**config.mk**
```make
export PLATFORM = sky130hd
export DESIGN_NAME = mode_setting_block
export DESIGN_NICKNAME = d
export VERILOG_FILES = /design/src/inc/mode_setting_pkg.sv /design/src/rtl/mode_setting_block.sv
export SDC_FILE = /design/constraint.sdc
export NUM_CORES = 1
export LEC_CHECK = 0
export BUFFER_PORTS_ARGS = -buffer_cell sky130_fd_sc_hd__buf_4
export CORE_UTILIZATION = 25
export DETAILED_ROUTE_END_ITERATION = 12
export GPL_ROUTABILITY_DRIVEN = 0
export GPL_TIMING_DRIVEN = 0
export PLACE_DENSITY_LB_ADDON = 0.3
export SYNTH_ARGS = -nofsm -noshare
export SYNTH_HDL_FRONTEND = slang
export SYNTH_SLANG_ARGS = --single-unit
```
**constraint.sdc**
```tcl
create_clock -name sys_clk -period 5.7 [get_ports sys_clk]
set_input_delay 1.425 -clock sys_clk [delete_from_list [all_inputs] [get_ports sys_clk]]
set_output_delay 1.425 -clock sys_clk [all_outputs]
set_load 0.03 [all_outputs]
```
**src/inc/mode_setting_pkg.sv**
```systemverilog
// Constants and types for the mode-setting block of the DDR memory device
package mode_setting_pkg;

  localparam int ADDR_W = 13;
  localparam int COL_W = 12;

  localparam logic [1:0] BANK_BASE = 2'h0;
  localparam logic [1:0] BANK_EXT = 2'h1;

  localparam int BL_LSB = 0;
  localparam int BL_MSB = 2;
  localparam int BT_BIT = 3;
  localparam int CL_LSB = 4;
  localparam int CL_MSB = 6;
  localparam int DLL_RST_BIT = 8;
  localparam int MODE_LSB = 7;
  localparam int DLL_DIS_BIT = 0;
  localparam int DRIVE_BIT = 1;

  localparam logic [5:0] MODE_NORMAL = 6'h00;
  localparam logic [5:0] MODE_DLL_RESET = 6'h02;

  localparam logic [2:0] BL_CODE_2 = 3'h1;
  localparam logic [2:0] BL_CODE_4 = 3'h2;
  localparam logic [2:0] BL_CODE_8 = 3'h3;
  localparam logic [2:0] CL_CODE_2 = 3'h2;
  localparam logic [2:0] CL_CODE_3 = 3'h3;

  localparam logic [3:0] LEN_2 = 4'h2;
  localparam logic [3:0] LEN_4 = 4'h4;
  localparam logic [3:0] LEN_8 = 4'h8;
  localparam logic [3:0] LEN_NONE = 4'h0;

  // Latency 3 and 2: data at n + (latency-1) clocks
  localparam logic [2:0] LAT_DELAY_2 = 3'h1;
  localparam logic [2:0] LAT_DELAY_3 = 3'h2;

  localparam int DLL_LOCK_CYCLES = 200;

  typedef struct packed {
    logic cs_n;
    logic ras_n;
    logic cas_n;
    logic we_n;
    logic cke;
  } command_s;

  typedef struct packed {
    logic [2:0] burst_len_code;
    logic burst_interleaved;
    logic [2:0] latency_code;
    logic dll_reset;
    logic [5:0] op_mode;
  } base_fields_s;

endpackage

```
**src/rtl/mode_setting_block.sv**
```systemverilog
// Mode-register load, burst column ordering and read-latency timing
`timescale 1ns/1ps
module mode_setting_block
#(
  parameter int COL_WIDTH = mode_setting_pkg::COL_W
)
(
  input wire logic sys_clk,
  input wire logic reset,
  input wire mode_setting_pkg::command_s command,
  input wire logic [1:0] bank_select,
  input wire logic [mode_setting_pkg::ADDR_W-1:0] row_column_address_bus,
  input wire logic self_refresh_exit,
  input wire logic burst_start,
  input wire logic burst_is_read,
  input wire logic [COL_WIDTH-1:0] start_column,
  output logic [mode_setting_pkg::ADDR_W-1:0] base_mode_setting,
  output logic [mode_setting_pkg::ADDR_W-1:0] extended_mode_setting,
  output logic dll_enabled,
  output logic dll_reset_pulse,
  output logic reduced_drive,
  output logic normal_mode,
  output logic reserved_mode,
  output logic [3:0] burst_length,
  output logic burst_active,
  output logic burst_read,
  output logic [COL_WIDTH-1:0] burst_column,
  output logic read_data_valid
);

  // ----------------------------------------
  // Command decode
  // ----------------------------------------
  logic load_cmd;
  logic base_load;
  logic ext_load;
  mode_setting_pkg::base_fields_s base_f;

  assign load_cmd = command.cke & ~command.cs_n & ~command.ras_n
                    & ~command.cas_n & ~command.we_n;
  assign base_load = load_cmd & (bank_select == mode_setting_pkg::BANK_BASE);
  assign ext_load = load_cmd & (bank_select == mode_setting_pkg::BANK_EXT);
  assign base_f.burst_len_code =
    base_mode_setting[mode_setting_pkg::BL_MSB:mode_setting_pkg::BL_LSB];
  assign base_f.burst_interleaved = base_mode_setting[mode_setting_pkg::BT_BIT];
  assign base_f.latency_code =
    base_mode_setting[mode_setting_pkg::CL_MSB:mode_setting_pkg::CL_LSB];
  assign base_f.dll_reset = base_mode_setting[mode_setting_pkg::DLL_RST_BIT];
  assign base_f.op_mode =
    base_mode_setting[mode_setting_pkg::ADDR_W-1:mode_setting_pkg::MODE_LSB];

  // ----------------------------------------
  // Mode registers
  // ----------------------------------------
  // No defined power-up value exists; reset clears only for determinism
  always_ff @(posedge sys_clk or posedge reset)
  begin
    if (reset)
      base_mode_setting <= '0;
    else if (base_load)
      base_mode_setting <= row_column_address_bus;
  end

  always_ff @(posedge sys_clk or posedge reset)
  begin
    if (reset)
      extended_mode_setting <= '0;
    else if (ext_load)
      extended_mode_setting <= row_column_address_bus;
  end

  // ----------------------------------------
  // Operating mode and DLL control
  // ----------------------------------------
  logic [5:0] load_mode;
  assign load_mode = row_column_address_bus[mode_setting_pkg::ADDR_W-1:mode_setting_pkg::MODE_LSB];

  always_ff @(posedge sys_clk or posedge reset)
  begin
    if (reset)
    begin
      normal_mode <= 1'b0;
      reserved_mode <= 1'b0;
      dll_reset_pulse <= 1'b0;
    end
    else
    begin
      dll_reset_pulse <= base_load && (load_mode == mode_setting_pkg::MODE_DLL_RESET);
      if (base_load)
      begin
        normal_mode <= (load_mode == mode_setting_pkg::MODE_NORMAL);
        reserved_mode <= (load_mode != mode_setting_pkg::MODE_NORMAL)
                         && (load_mode != mode_setting_pkg::MODE_DLL_RESET);
      end
    end
  end

  // Self refresh exit wins over a simultaneous load
  always_ff @(posedge sys_clk or posedge reset)
  begin
    if (reset)
      dll_enabled <= 1'b0;
    else if (self_refresh_exit)
      dll_enabled <= 1'b1;
    else if (ext_load)
      dll_enabled <= ~row_column_address_bus[mode_setting_pkg::DLL_DIS_BIT];
  end

  always_ff @(posedge sys_clk or posedge reset)
  begin
    if (reset)
      reduced_drive <= 1'b0;
    else if (ext_load)
      reduced_drive <= row_column_address_bus[mode_setting_pkg::DRIVE_BIT];
  end

  // ----------------------------------------
  // Burst length and latency decode
  // ----------------------------------------
  logic [3:0] len_dec;
  logic [2:0] lat_dec;

  always_comb
  begin
    unique case (base_f.burst_len_code)
      mode_setting_pkg::BL_CODE_2: len_dec = mode_setting_pkg::LEN_2;
      mode_setting_pkg::BL_CODE_4: len_dec = mode_setting_pkg::LEN_4;
      mode_setting_pkg::BL_CODE_8: len_dec = mode_setting_pkg::LEN_8;
      default: len_dec = mode_setting_pkg::LEN_NONE;
    endcase
  end

  always_comb
  begin
    unique case (base_f.latency_code)
      mode_setting_pkg::CL_CODE_2: lat_dec = mode_setting_pkg::LAT_DELAY_2;
      mode_setting_pkg::CL_CODE_3: lat_dec = mode_setting_pkg::LAT_DELAY_3;
      default: lat_dec = mode_setting_pkg::LAT_DELAY_3;
    endcase
  end

  always_ff @(posedge sys_clk or posedge reset)
  begin
    if (reset)
      burst_length <= mode_setting_pkg::LEN_NONE;
    else
      burst_length <= len_dec;
  end

  // ----------------------------------------
  // Burst sequencer
  // ----------------------------------------
  logic [2:0] beat;
  logic [2:0] start_low;
  logic [2:0] len_mask;
  logic interleaved;
  logic [COL_WIDTH-1:0] block_base;
  logic [2:0] next_offset;
  logic [2:0] count_now;

  assign len_mask = 3'(len_dec - 4'h1);

  // Beat 0 is issued on the start edge; later beats from the running counter
  assign count_now = burst_start ? 3'h0 : beat;

  always_comb
  begin
    logic [2:0] s;
    s = burst_start ? start_column[2:0] : start_low;
    if (burst_start ? base_f.burst_interleaved : interleaved)
      next_offset = (s ^ count_now) & len_mask;
    else
      next_offset = 3'(s + count_now) & len_mask;
  end

  always_ff @(posedge sys_clk or posedge reset)
  begin
    if (reset)
    begin
      burst_active <= 1'b0;
      burst_read <= 1'b0;
      beat <= 3'h0;
      start_low <= 3'h0;
      interleaved <= 1'b0;
      block_base <= '0;
      burst_column <= '0;
    end
    else if (burst_start && len_dec != mode_setting_pkg::LEN_NONE)
    begin
      burst_active <= 1'b1;
      burst_read <= burst_is_read;
      beat <= 3'h1;
      start_low <= start_column[2:0];
      interleaved <= base_f.burst_interleaved;
      block_base <= start_column & ~COL_WIDTH'(len_mask);
      burst_column <= (start_column & ~COL_WIDTH'(len_mask)) | COL_WIDTH'(next_offset);
    end
    // Beat wraps to zero after the last column, so a length of eight still ends
    else if (burst_active && beat != 3'h0)
    begin
      beat <= 3'(beat + 3'h1) & len_mask;
      burst_column <= block_base | COL_WIDTH'(next_offset);
    end
    else
      burst_active <= 1'b0;
  end

  // ----------------------------------------
  // Read latency timing
  // ----------------------------------------
  logic [2:0] lat_count;
  logic lat_run;

  always_ff @(posedge sys_clk or posedge reset)
  begin
    if (reset)
    begin
      lat_count <= 3'h0;
      lat_run <= 1'b0;
      read_data_valid <= 1'b0;
    end
    else
    begin
      read_data_valid <= 1'b0;
      if (burst_start && burst_is_read && len_dec != mode_setting_pkg::LEN_NONE)
      begin
        lat_run <= 1'b1;
        lat_count <= 3'(lat_dec - 3'h1);
        if (lat_dec == 3'h1)
        begin
          lat_run <= 1'b0;
          read_data_valid <= 1'b1;
        end
      end
      else if (lat_run)
      begin
        if (lat_count == 3'h1)
        begin
          lat_run <= 1'b0;
          read_data_valid <= 1'b1;
        end
        lat_count <= 3'(lat_count - 3'h1);
      end
    end
  end

endmodule

```
==> results.sh, run 1 <==
export IMPL_outcome="finished clean"
export IMPL_pwr_share_comb_pct=35.4
export IMPL_syn_cell_area_sq_um=3050
export IMPL_worst_hold_end="extended_mode_setting[8]"
export IMPL_total_leakage_power_nw=2.08
export IMPL_max_slew_worst_pin_slew_ns=0.938
export IMPL_average_via_count_per_standard_cell=4.30
export IMPL_fin_crit_sh_pct=58.7
export IMPL_htree_num_levels=3
export IMPL_proportion_of_synthesized_chip_area_in_sequential_cells_pct=57.4
export IMPL_final_antenna_net_count=0
export IMPL_worst_r2r_endpoint="burst_column[8]"
export IMPL_finalSetupViolations=0
export IMPL_synth_cell_type_count=42
export IMPL_postSynthNetCount=284
export IMPL_drt_drc_violations_left=0
export IMPL_grt_setup_unrepaired="false"
export IMPL_placed_cells=472
export IMPL_clock_sinks=70
export IMPL_wire_per_inst_microns=14.1
export IMPL_cts_resized_gates=0
export IMPL_cts_made_buffers=9
export IMPL_clk_transition_reported_paths_ns=0.05
export IMPL_wire_length_of_the_first_global_routing_pass_mm=11.5
export IMPL_first_global_vias=2206
export IMPL_post_synth_inst_count=239
export IMPL_internal_power_mw=1.26
export IMPL_grt_overflow=0
export IMPL_timing_final_hold_violations=0
export IMPL_end_kind="register"
export IMPL_cell_with_the_most_instances_after_synthesis="sky130_fd_sc_hd__dfrtp_1"
export IMPL_synth_area_per_cell_sq_um=12.8
export IMPL_class_of_the_tightest_hold_or_removal_check="reg2reg"
export IMPL_die_footprint_sq_um=12700
export IMPL_critical_register_to_register_path_startpoint="base_mode_setting[0]"
export IMPL_worst_endpoint_arrival_ns=3.59
export IMPL_most_used_flip_flop_cell_after_synthesis="sky130_fd_sc_hd__dfrtp_1"
export IMPL_worst_case_register_to_register_setup_slack_ns=3.05
export IMPL_core_rowCount=40
export IMPL_clock_latency_ns=0.33
export IMPL_syn_to_final_growth_pct=36.5
export IMPL_num_vias=2100
export IMPL_critical_path_class="in2reg"
export IMPL_cts_root_buffer_cell="sky130_fd_sc_hd__clkbuf_16"
export IMPL_max_clock_freq_mhz=299
export IMPL_postCtsSetupBuffers=0
export IMPL_ctsHoldBuffers=0
export IMPL_drt_iter0_markers=69
export IMPL_totalWireLength_mm=6.88
export IMPL_die_height_microns=113
export IMPL_antenna_diode_count=0
export IMPL_hold_path_startpoint="extended_mode_setting[8]"
export IMPL_ys_top_cells_by_count="sky130_fd_sc_hd__dfrtp_1, sky130_fd_sc_hd__mux2_2, sky130_fd_sc_hd__nand2_1, sky130_fd_sc_hd__inv_1, sky130_fd_sc_hd__o21ai_0"
export IMPL_post_dp_hpwl_mm=5.10
export IMPL_grt_util_all_layers_pct=12.1
export IMPL_port_buffers=85
export IMPL_synth_async_reset_ratio_pct=100
export IMPL_slew_headroom_pct=37.0
export IMPL_power_sequential_fraction_pct=38.4
export IMPL_final_cells=488
export IMPL_synth_largest_type_area_fraction_pct=57.4
export IMPL_share_clk_of_total_power_pct=26.1
export IMPL_die_width_microns=113
export IMPL_cap_violations=0
export IMPL_drt_pre_antenna_iters=4
export IMPL_min_path_cells=2
export IMPL_post_route_cells_drive_above_1_share_pct=44.9
export IMPL_grt_start_max_net_pins=45
export IMPL_synth_ff_latch_count=70
export IMPL_startpoint_type="input port"
export IMPL_crit_required_ns=5.94
export IMPL_synthesis_yosys_warnings=0
export IMPL_fill_cells=1212
export IMPL_switching_power_mw=0.654
export IMPL_critical_path_max_fanout=10
export IMPL_cts_max_path_buffers=2
export IMPL_io_pin_count=87
export IMPL_synth_top_cells_by_area="sky130_fd_sc_hd__dfrtp_1, sky130_fd_sc_hd__mux2_2, sky130_fd_sc_hd__mux2_4"
export IMPL_synth_edff_count=0
export IMPL_fin_nets=381
export IMPL_multiInputGateArea_sq_um=1160
export IMPL_setup_tns_ns=0
export IMPL_power_density_nw_per_um2=460
export IMPL_timing_final_max_slew_violations=0
export IMPL_cts_tree="yes"
export IMPL_synth_top_area_cell="sky130_fd_sc_hd__dfrtp_1"
export IMPL_period_minus_slack_ns=3.35
export IMPL_skew_ns=0.00381
export IMPL_rr_worst_depth=8
export IMPL_sw_frac_of_total_pct=34.1
export IMPL_ir_worst_vdd_v=0.000180
export IMPL_start_util_pct=25.5
export IMPL_sequential_cell_area_sq_um=1750
export IMPL_core_region_area_sq_um=12000
export IMPL_antenna_found_initial=0
==> per-layer routing <==
layer | up-vias | wire length, microns | track usage [%]
met1 | 1030 | 3150 | 15.4
met3 | 6 | 378 | 4.10
met4 | 0 | 93 | 5.07
met5 | - | 0 | 0
li1 | 1017 | - | -
met2 | 47 | 3270 | 18.9
==> power by group through the flow <==
stage,Clock (mW),Combinational (mW),Sequential [mW]
detailed placement,0,0.689,0.745
CTS,0.524,0.693,0.739
global route,0.545,0.744,0.759
finish,0.501,0.679,0.736
global placement,0,0.674,0.740
floorplan,0,0.304,0.885
==> critical path, stage by stage <==
cell                       delay, ns
sky130_fd_sc_hd__buf_4          0.11
sky130_fd_sc_hd__buf_1          0.36
sky130_fd_sc_hd__mux2_2         0.24
sky130_fd_sc_hd__ha_1           0.15
sky130_fd_sc_hd__inv_1          0.06
sky130_fd_sc_hd__fa_1           0.41
sky130_fd_sc_hd__or3_1          0.32
sky130_fd_sc_hd__a31oi_1        0.21
sky130_fd_sc_hd__a211oi_1       0.10
sky130_fd_sc_hd__o21ai_0        0.20
==> registers in the layout (all words and copies together), names as in the netlist, 3 cells and up <==
| name | count |
|---|---|
| base_mode_setting | 13 |
| extended_mode_setting | 13 |
| burst_column | 12 |
| block_base | 11 |
| beat | 3 |
| burst_length | 3 |
| lat_count | 3 |
| start_low | 3 |
==> logic make-up after synthesis <==
kind of cell	count (synthesis)	synth area share, %
XOR/XNOR	4	1.15
adder cells (fa/ha/maj)	8	3.52
flip-flops	70	57.4
buffers and inverters	27	4.51
other	1	0.123
AO/OA/AOI/OAI	29	6.10
multiplexers	49	18.6
AND/OR/NAND/NOR	51	8.60
==> stage by stage <==
stage                     util (%)  area, sq um  setup WS, ns  hold WS [ns]  power (mW)
after floorplan                  -         3050          2.45         0.442        1.19
after global placement        32.4         3880          1.48         0.465        1.41
after detailed placement      32.7         3910          2.04         0.465        1.43
after CTS                     34.9         4170          2.35         0.483        1.96
after global routing          34.9         4170          2.21         0.511        2.05
final                         34.9         4170          2.35         0.479        1.92
==> cell type report <==
| class | instances | share of cell area (%) |
|---|---|---|
| Sequential cell | 70 | 42.0 |
| Multi-Input combinational cell | 142 | 27.9 |
| Timing Repair Buffer | 86 | 16.0 |
| Clock buffer | 15 | 6.18 |
| Tap cell | 147 | 4.41 |
| Buffer | 9 | 1.68 |
| Inverter | 18 | 1.68 |
| Clock inverter | 1 | 0.120 |
==> cell usage in the layout, fill, tap and decap left out, types with 2 or more instances in the layout <==
master,instances
sky130_fd_sc_hd__xnor2_1,3
sky130_fd_sc_hd__nand2b_1,3
sky130_fd_sc_hd__nand3_1,3
sky130_fd_sc_hd__dfrtp_1,70
sky130_fd_sc_hd__and2_1,2
sky130_fd_sc_hd__o21a_1,4
sky130_fd_sc_hd__nor2_1,9
sky130_fd_sc_hd__nor3_1,3
sky130_fd_sc_hd__or4b_4,2
sky130_fd_sc_hd__a211oi_1,2
sky130_fd_sc_hd__mux2_2,39
sky130_fd_sc_hd__inv_1,17
sky130_fd_sc_hd__mux2_4,6
sky130_fd_sc_hd__and3b_1,2
sky130_fd_sc_hd__ha_1,7
sky130_fd_sc_hd__mux2i_1,4
sky130_fd_sc_hd__a21oi_1,2
sky130_fd_sc_hd__o21ai_0,11
sky130_fd_sc_hd__nand2_1,22
sky130_fd_sc_hd__clkbuf_1,7
sky130_fd_sc_hd__buf_4,88
sky130_fd_sc_hd__clkbuf_16,9
sky130_fd_sc_hd__a31oi_1,2
==> how the worst max path moves through the flow <==
stage	to	start	cells after the start	slack, ns
3_3_place_gp	extended_mode_setting[4]	reset	2	1.48
4_1_cts	burst_column[2]	burst_start	10	2.35
3_5_place_dp	burst_column[2]	burst_start	10	2.04
5_1_grt	burst_column[2]	burst_start	10	2.21
2_1_floorplan	burst_column[2]	burst_start	9	2.45
6_report	burst_column[2]	burst_start	10	2.35
No activity file was read; power rests on OpenSTA's default activity.
==> run 2, diff against run 1 <==
--- a/config.mk
+++ b/config.mk
@@ -5,6 +5,7 @@
 export SDC_FILE = /design/constraint.sdc
 export NUM_CORES = 1
 export LEC_CHECK = 0
+export ABC_AREA = 1
 export BUFFER_PORTS_ARGS = -buffer_cell sky130_fd_sc_hd__buf_4
 export CORE_UTILIZATION = 25
 export DETAILED_ROUTE_END_ITERATION = 12
==> constraint.sdc (replaced) <==
create_clock -name sys_clk -period 3 [get_ports sys_clk]
set_input_delay 0.75 -clock sys_clk [delete_from_list [all_inputs] [get_ports sys_clk]]
set_output_delay 0.75 -clock sys_clk [all_outputs]
set_load 0.03 [all_outputs]
==> run 2 against run 1 <==
  * Worst setup slack lost 1.4 ns
  * Final area is 0.54% higher
  * Synthesized area increased by 0.41%
  * Wire length is 5.2% higher
  * Combinational power increased by 91%
  * First-iteration DRC count increased by 22%
  * Die area is 0.40% higher
  * Worst hold slack worse by 0.0070 ns
  * Sequential share of layout area fell by 0.23 points
  * Clock skew rose by 0.0016 ns
  * Non-clock buffer count grew 1
  * Critical path type unchanged
==> results.sh, run 2 <==
export IMPL_outcome="finished clean"
export IMPL_synth_async_reset_ratio_pct=100
export IMPL_postCtsSetupBuffers=0
export IMPL_startpoint_type="input port"
export IMPL_synth_edff_count=0
export IMPL_max_slew_worst_pin_slew_ns=0.878
export IMPL_ys_top_cells_by_count="sky130_fd_sc_hd__nand2_1, sky130_fd_sc_hd__dfrtp_1, sky130_fd_sc_hd__inv_1, sky130_fd_sc_hd__nor2_1, sky130_fd_sc_hd__o21ai_0"
export IMPL_slew_headroom_pct=41.4
export IMPL_cp_slowest_cell="sky130_fd_sc_hd__fa_1"
export IMPL_io_pin_count=87
export IMPL_worst_hold_slack_ns=0.472
export IMPL_final_antenna_net_count=0
export IMPL_clock_latency_ns=0.33
export IMPL_pwr_share_comb_pct=34.8
export IMPL_sw_frac_of_total_pct=36.0
export IMPL_fin_crit_sh_pct=68.2
export IMPL_drt_pre_antenna_iters=4
export IMPL_average_via_count_per_standard_cell=4.24
export IMPL_crit_required_ns=3.22
export IMPL_post_synth_inst_count=334
export IMPL_port_buffers=85
export IMPL_start_util_pct=25.6
export IMPL_setup_tns_ns=0
export IMPL_die_footprint_sq_um=12700
export IMPL_clk_transition_reported_paths_ns=0.05
export IMPL_fill_cells=1206
export IMPL_postSynthNetCount=379
export IMPL_num_vias=2470
export IMPL_end_kind="register"
export IMPL_finalSetupViolations=0
export IMPL_synthesis_yosys_warnings=0
export IMPL_fin_total_pwr_mw=3.73
export IMPL_critical_path_max_fanout=10
export IMPL_cts_max_path_buffers=2
export IMPL_worst_path_largest_cell_delay_ns=0.47
export IMPL_antenna_found_initial=0
export IMPL_internal_power_mw=2.39
export IMPL_post_dp_hpwl_mm=5.25
export IMPL_top_usage_layer="met2"
export IMPL_share_clk_of_total_power_pct=28.3
export IMPL_grt_setup_unrepaired="false"
export IMPL_power_density_nw_per_um2=890
export IMPL_die_width_microns=113
export IMPL_most_used_flip_flop_cell_after_synthesis="sky130_fd_sc_hd__dfrtp_1"
export IMPL_syn_cell_area_sq_um=3070
export IMPL_max_clock_freq_mhz=489
export IMPL_power_sequential_fraction_pct=36.8
export IMPL_synth_top_area_cell="sky130_fd_sc_hd__dfrtp_1"
export IMPL_syn_to_final_growth_pct=36.7
export IMPL_final_core_util_pct=35.0
export IMPL_sequential_cell_area_sq_um=1750
export IMPL_layout_cells_most_common_list="sky130_fd_sc_hd__nand2_1, sky130_fd_sc_hd__buf_4, sky130_fd_sc_hd__dfrtp_1"
export IMPL_multiInputGateArea_sq_um=1050
export IMPL_grt_use_met3_pct=3.37
export IMPL_fin_nets=475
export IMPL_grt_use_met1_pct=16.5
export IMPL_htree_num_levels=3
export IMPL_worst_endpoint_arrival_ns=2.26
export IMPL_min_path_cells=2
export IMPL_ctsHoldBuffers=0
export IMPL_final_cells=582
export IMPL_cap_violations=0
export IMPL_proportion_of_synthesized_chip_area_in_sequential_cells_pct=57.1
export IMPL_placed_cells=566
export IMPL_timing_final_hold_violations=0
export IMPL_timing_critical_path_cells="buf_4 -> buf_4 -> o21ai_0 -> ha_1 -> inv_1 -> fa_1 -> nand3_1 -> nand2_1 -> o21ai_0 -> nor2_1 -> nor2_1"
export IMPL_antenna_diode_count=0
export IMPL_dpl_worst_slack_ns=0.592
export IMPL_skew_ns=0.00545
export IMPL_global_route_usage_met2_pct=19.3
export IMPL_top_regs="base_mode_setting x13, extended_mode_setting x13, burst_column x12"
export IMPL_synth_largest_type_area_fraction_pct=57.1
export IMPL_period_minus_slack_ns=2.05
export IMPL_wire_per_inst_microns=12.4
export IMPL_class_of_the_tightest_hold_or_removal_check="reg2reg"
export IMPL_grt_overflow=0
export IMPL_cts_tree="yes"
export IMPL_totalWireLength_mm=7.24
export IMPL_cts_made_buffers=9
export IMPL_core_region_area_sq_um=12000
export IMPL_core_rowCount=40
export IMPL_wire_length_of_the_first_global_routing_pass_mm=12.5
export IMPL_total_leakage_power_nw=2.22
export IMPL_layout_commonest_cell="sky130_fd_sc_hd__nand2_1"
export IMPL_rr_worst_depth=10
export IMPL_cell_with_the_most_instances_after_synthesis="sky130_fd_sc_hd__nand2_1"
export IMPL_synth_top_cells_by_area="sky130_fd_sc_hd__dfrtp_1, sky130_fd_sc_hd__nand2_1, sky130_fd_sc_hd__inv_1"
export IMPL_drt_drc_violations_left=0
export IMPL_grt_start_max_net_pins=71
export IMPL_first_global_vias=2528
export IMPL_cts_root_buffer_cell="sky130_fd_sc_hd__clkbuf_16"
export IMPL_synth_cell_type_count=29
export IMPL_synth_area_per_cell_sq_um=9.18
export IMPL_synth_ff_latch_count=70
export IMPL_post_route_cells_drive_above_1_share_pct=30.3
export IMPL_finalWorstSetupSlack_ns=0.954
export IMPL_switching_power_mw=1.34
export IMPL_timing_final_max_slew_violations=0
export IMPL_critical_path_class="in2reg"
export IMPL_post_layout_instance_area_sq_um=4190
export IMPL_cts_resized_gates=0
export IMPL_placedInstanceArea_sq_um=3890
export IMPL_die_height_microns=113
export IMPL_grt_util_all_layers_pct=12.7
export IMPL_drt_iter0_markers=84
export IMPL_ir_worst_vdd_v=0.000284
export IMPL_clock_sinks=70
run 2: changes by cell type after synthesis, sizes merged, moves of 3 or more:
cell	previous run	this run
inv	18	44
nor2	9	29
nand3	3	9
mux2	45	0
o21ai	12	34
a31oi	2	9
o21a	4	0
buf	7	10
mux2i	4	0
nand2	22	103
nand2b	3	0
a21oi	2	6
run 2: final cells by class:
type,instances,share of cell area (%)
Inverter,44,4.00
Tap cell,147,4.39
Buffer,11,2.36
Clock inverter,6,1.46
Multi-Input combinational cell,209,25.1
Sequential cell,70,41.8
Timing Repair Buffer,85,15.2
Clock buffer,10,5.70
run 2: critical path: cells and delay by family:
family                   cells  cell delay [ns]
AO/OA/AOI/OAI                2             0.24
adder cells (fa/ha/maj)      2             0.63
buffers and inverters        3             0.33
AND/OR/NAND/NOR              4             0.30
run 2: per-layer routing:
metal	wire length, microns	share of wire (%)	vias up
li1	-	-	1234
met1	3330	46	1161
met2	3360	46	61
met3	376	5.2	14
met4	166	2.3	0
met5	0	0	-
run 2: cell families (layout without fill, tap and decap cells):
kind of cell	after synthesis	count (layout)	synth area share (%)
AND/OR/NAND/NOR	147	147	20.2
AO/OA/AOI/OAI	50	50	9.55
flip-flops	70	70	57.1
adder cells (fa/ha/maj)	8	8	3.51
XOR/XNOR	3	3	0.857
other	1	1	0.122
buffers and inverters	55	156	8.61
run 2: path summary, 6_finish.rpt:
kind | from | endpoint | slack, ns
hold reg to reg | block_base[4] | block_base[4] | 0.47
max in group asynchronous | reset | burst_read | 1.81
min in group asynchronous | reset | reserved_mode | 0.59
hold / removal | block_base[4] | block_base[4] | 0.47
setup reg to reg | base_mode_setting[1] | burst_column[6] | 1.13
setup / recovery | burst_start | burst_column[1] | 0.95
run 2: power by group through the flow:
stage               sequential, mW  clock [mW]  combinational, mW
floorplan                     1.66           0              0.579
global placement              1.38           0               1.30
detailed placement            1.39           0               1.32
CTS                           1.38        1.09               1.32
global route                  1.41        1.13               1.45
finish                        1.37        1.06               1.30
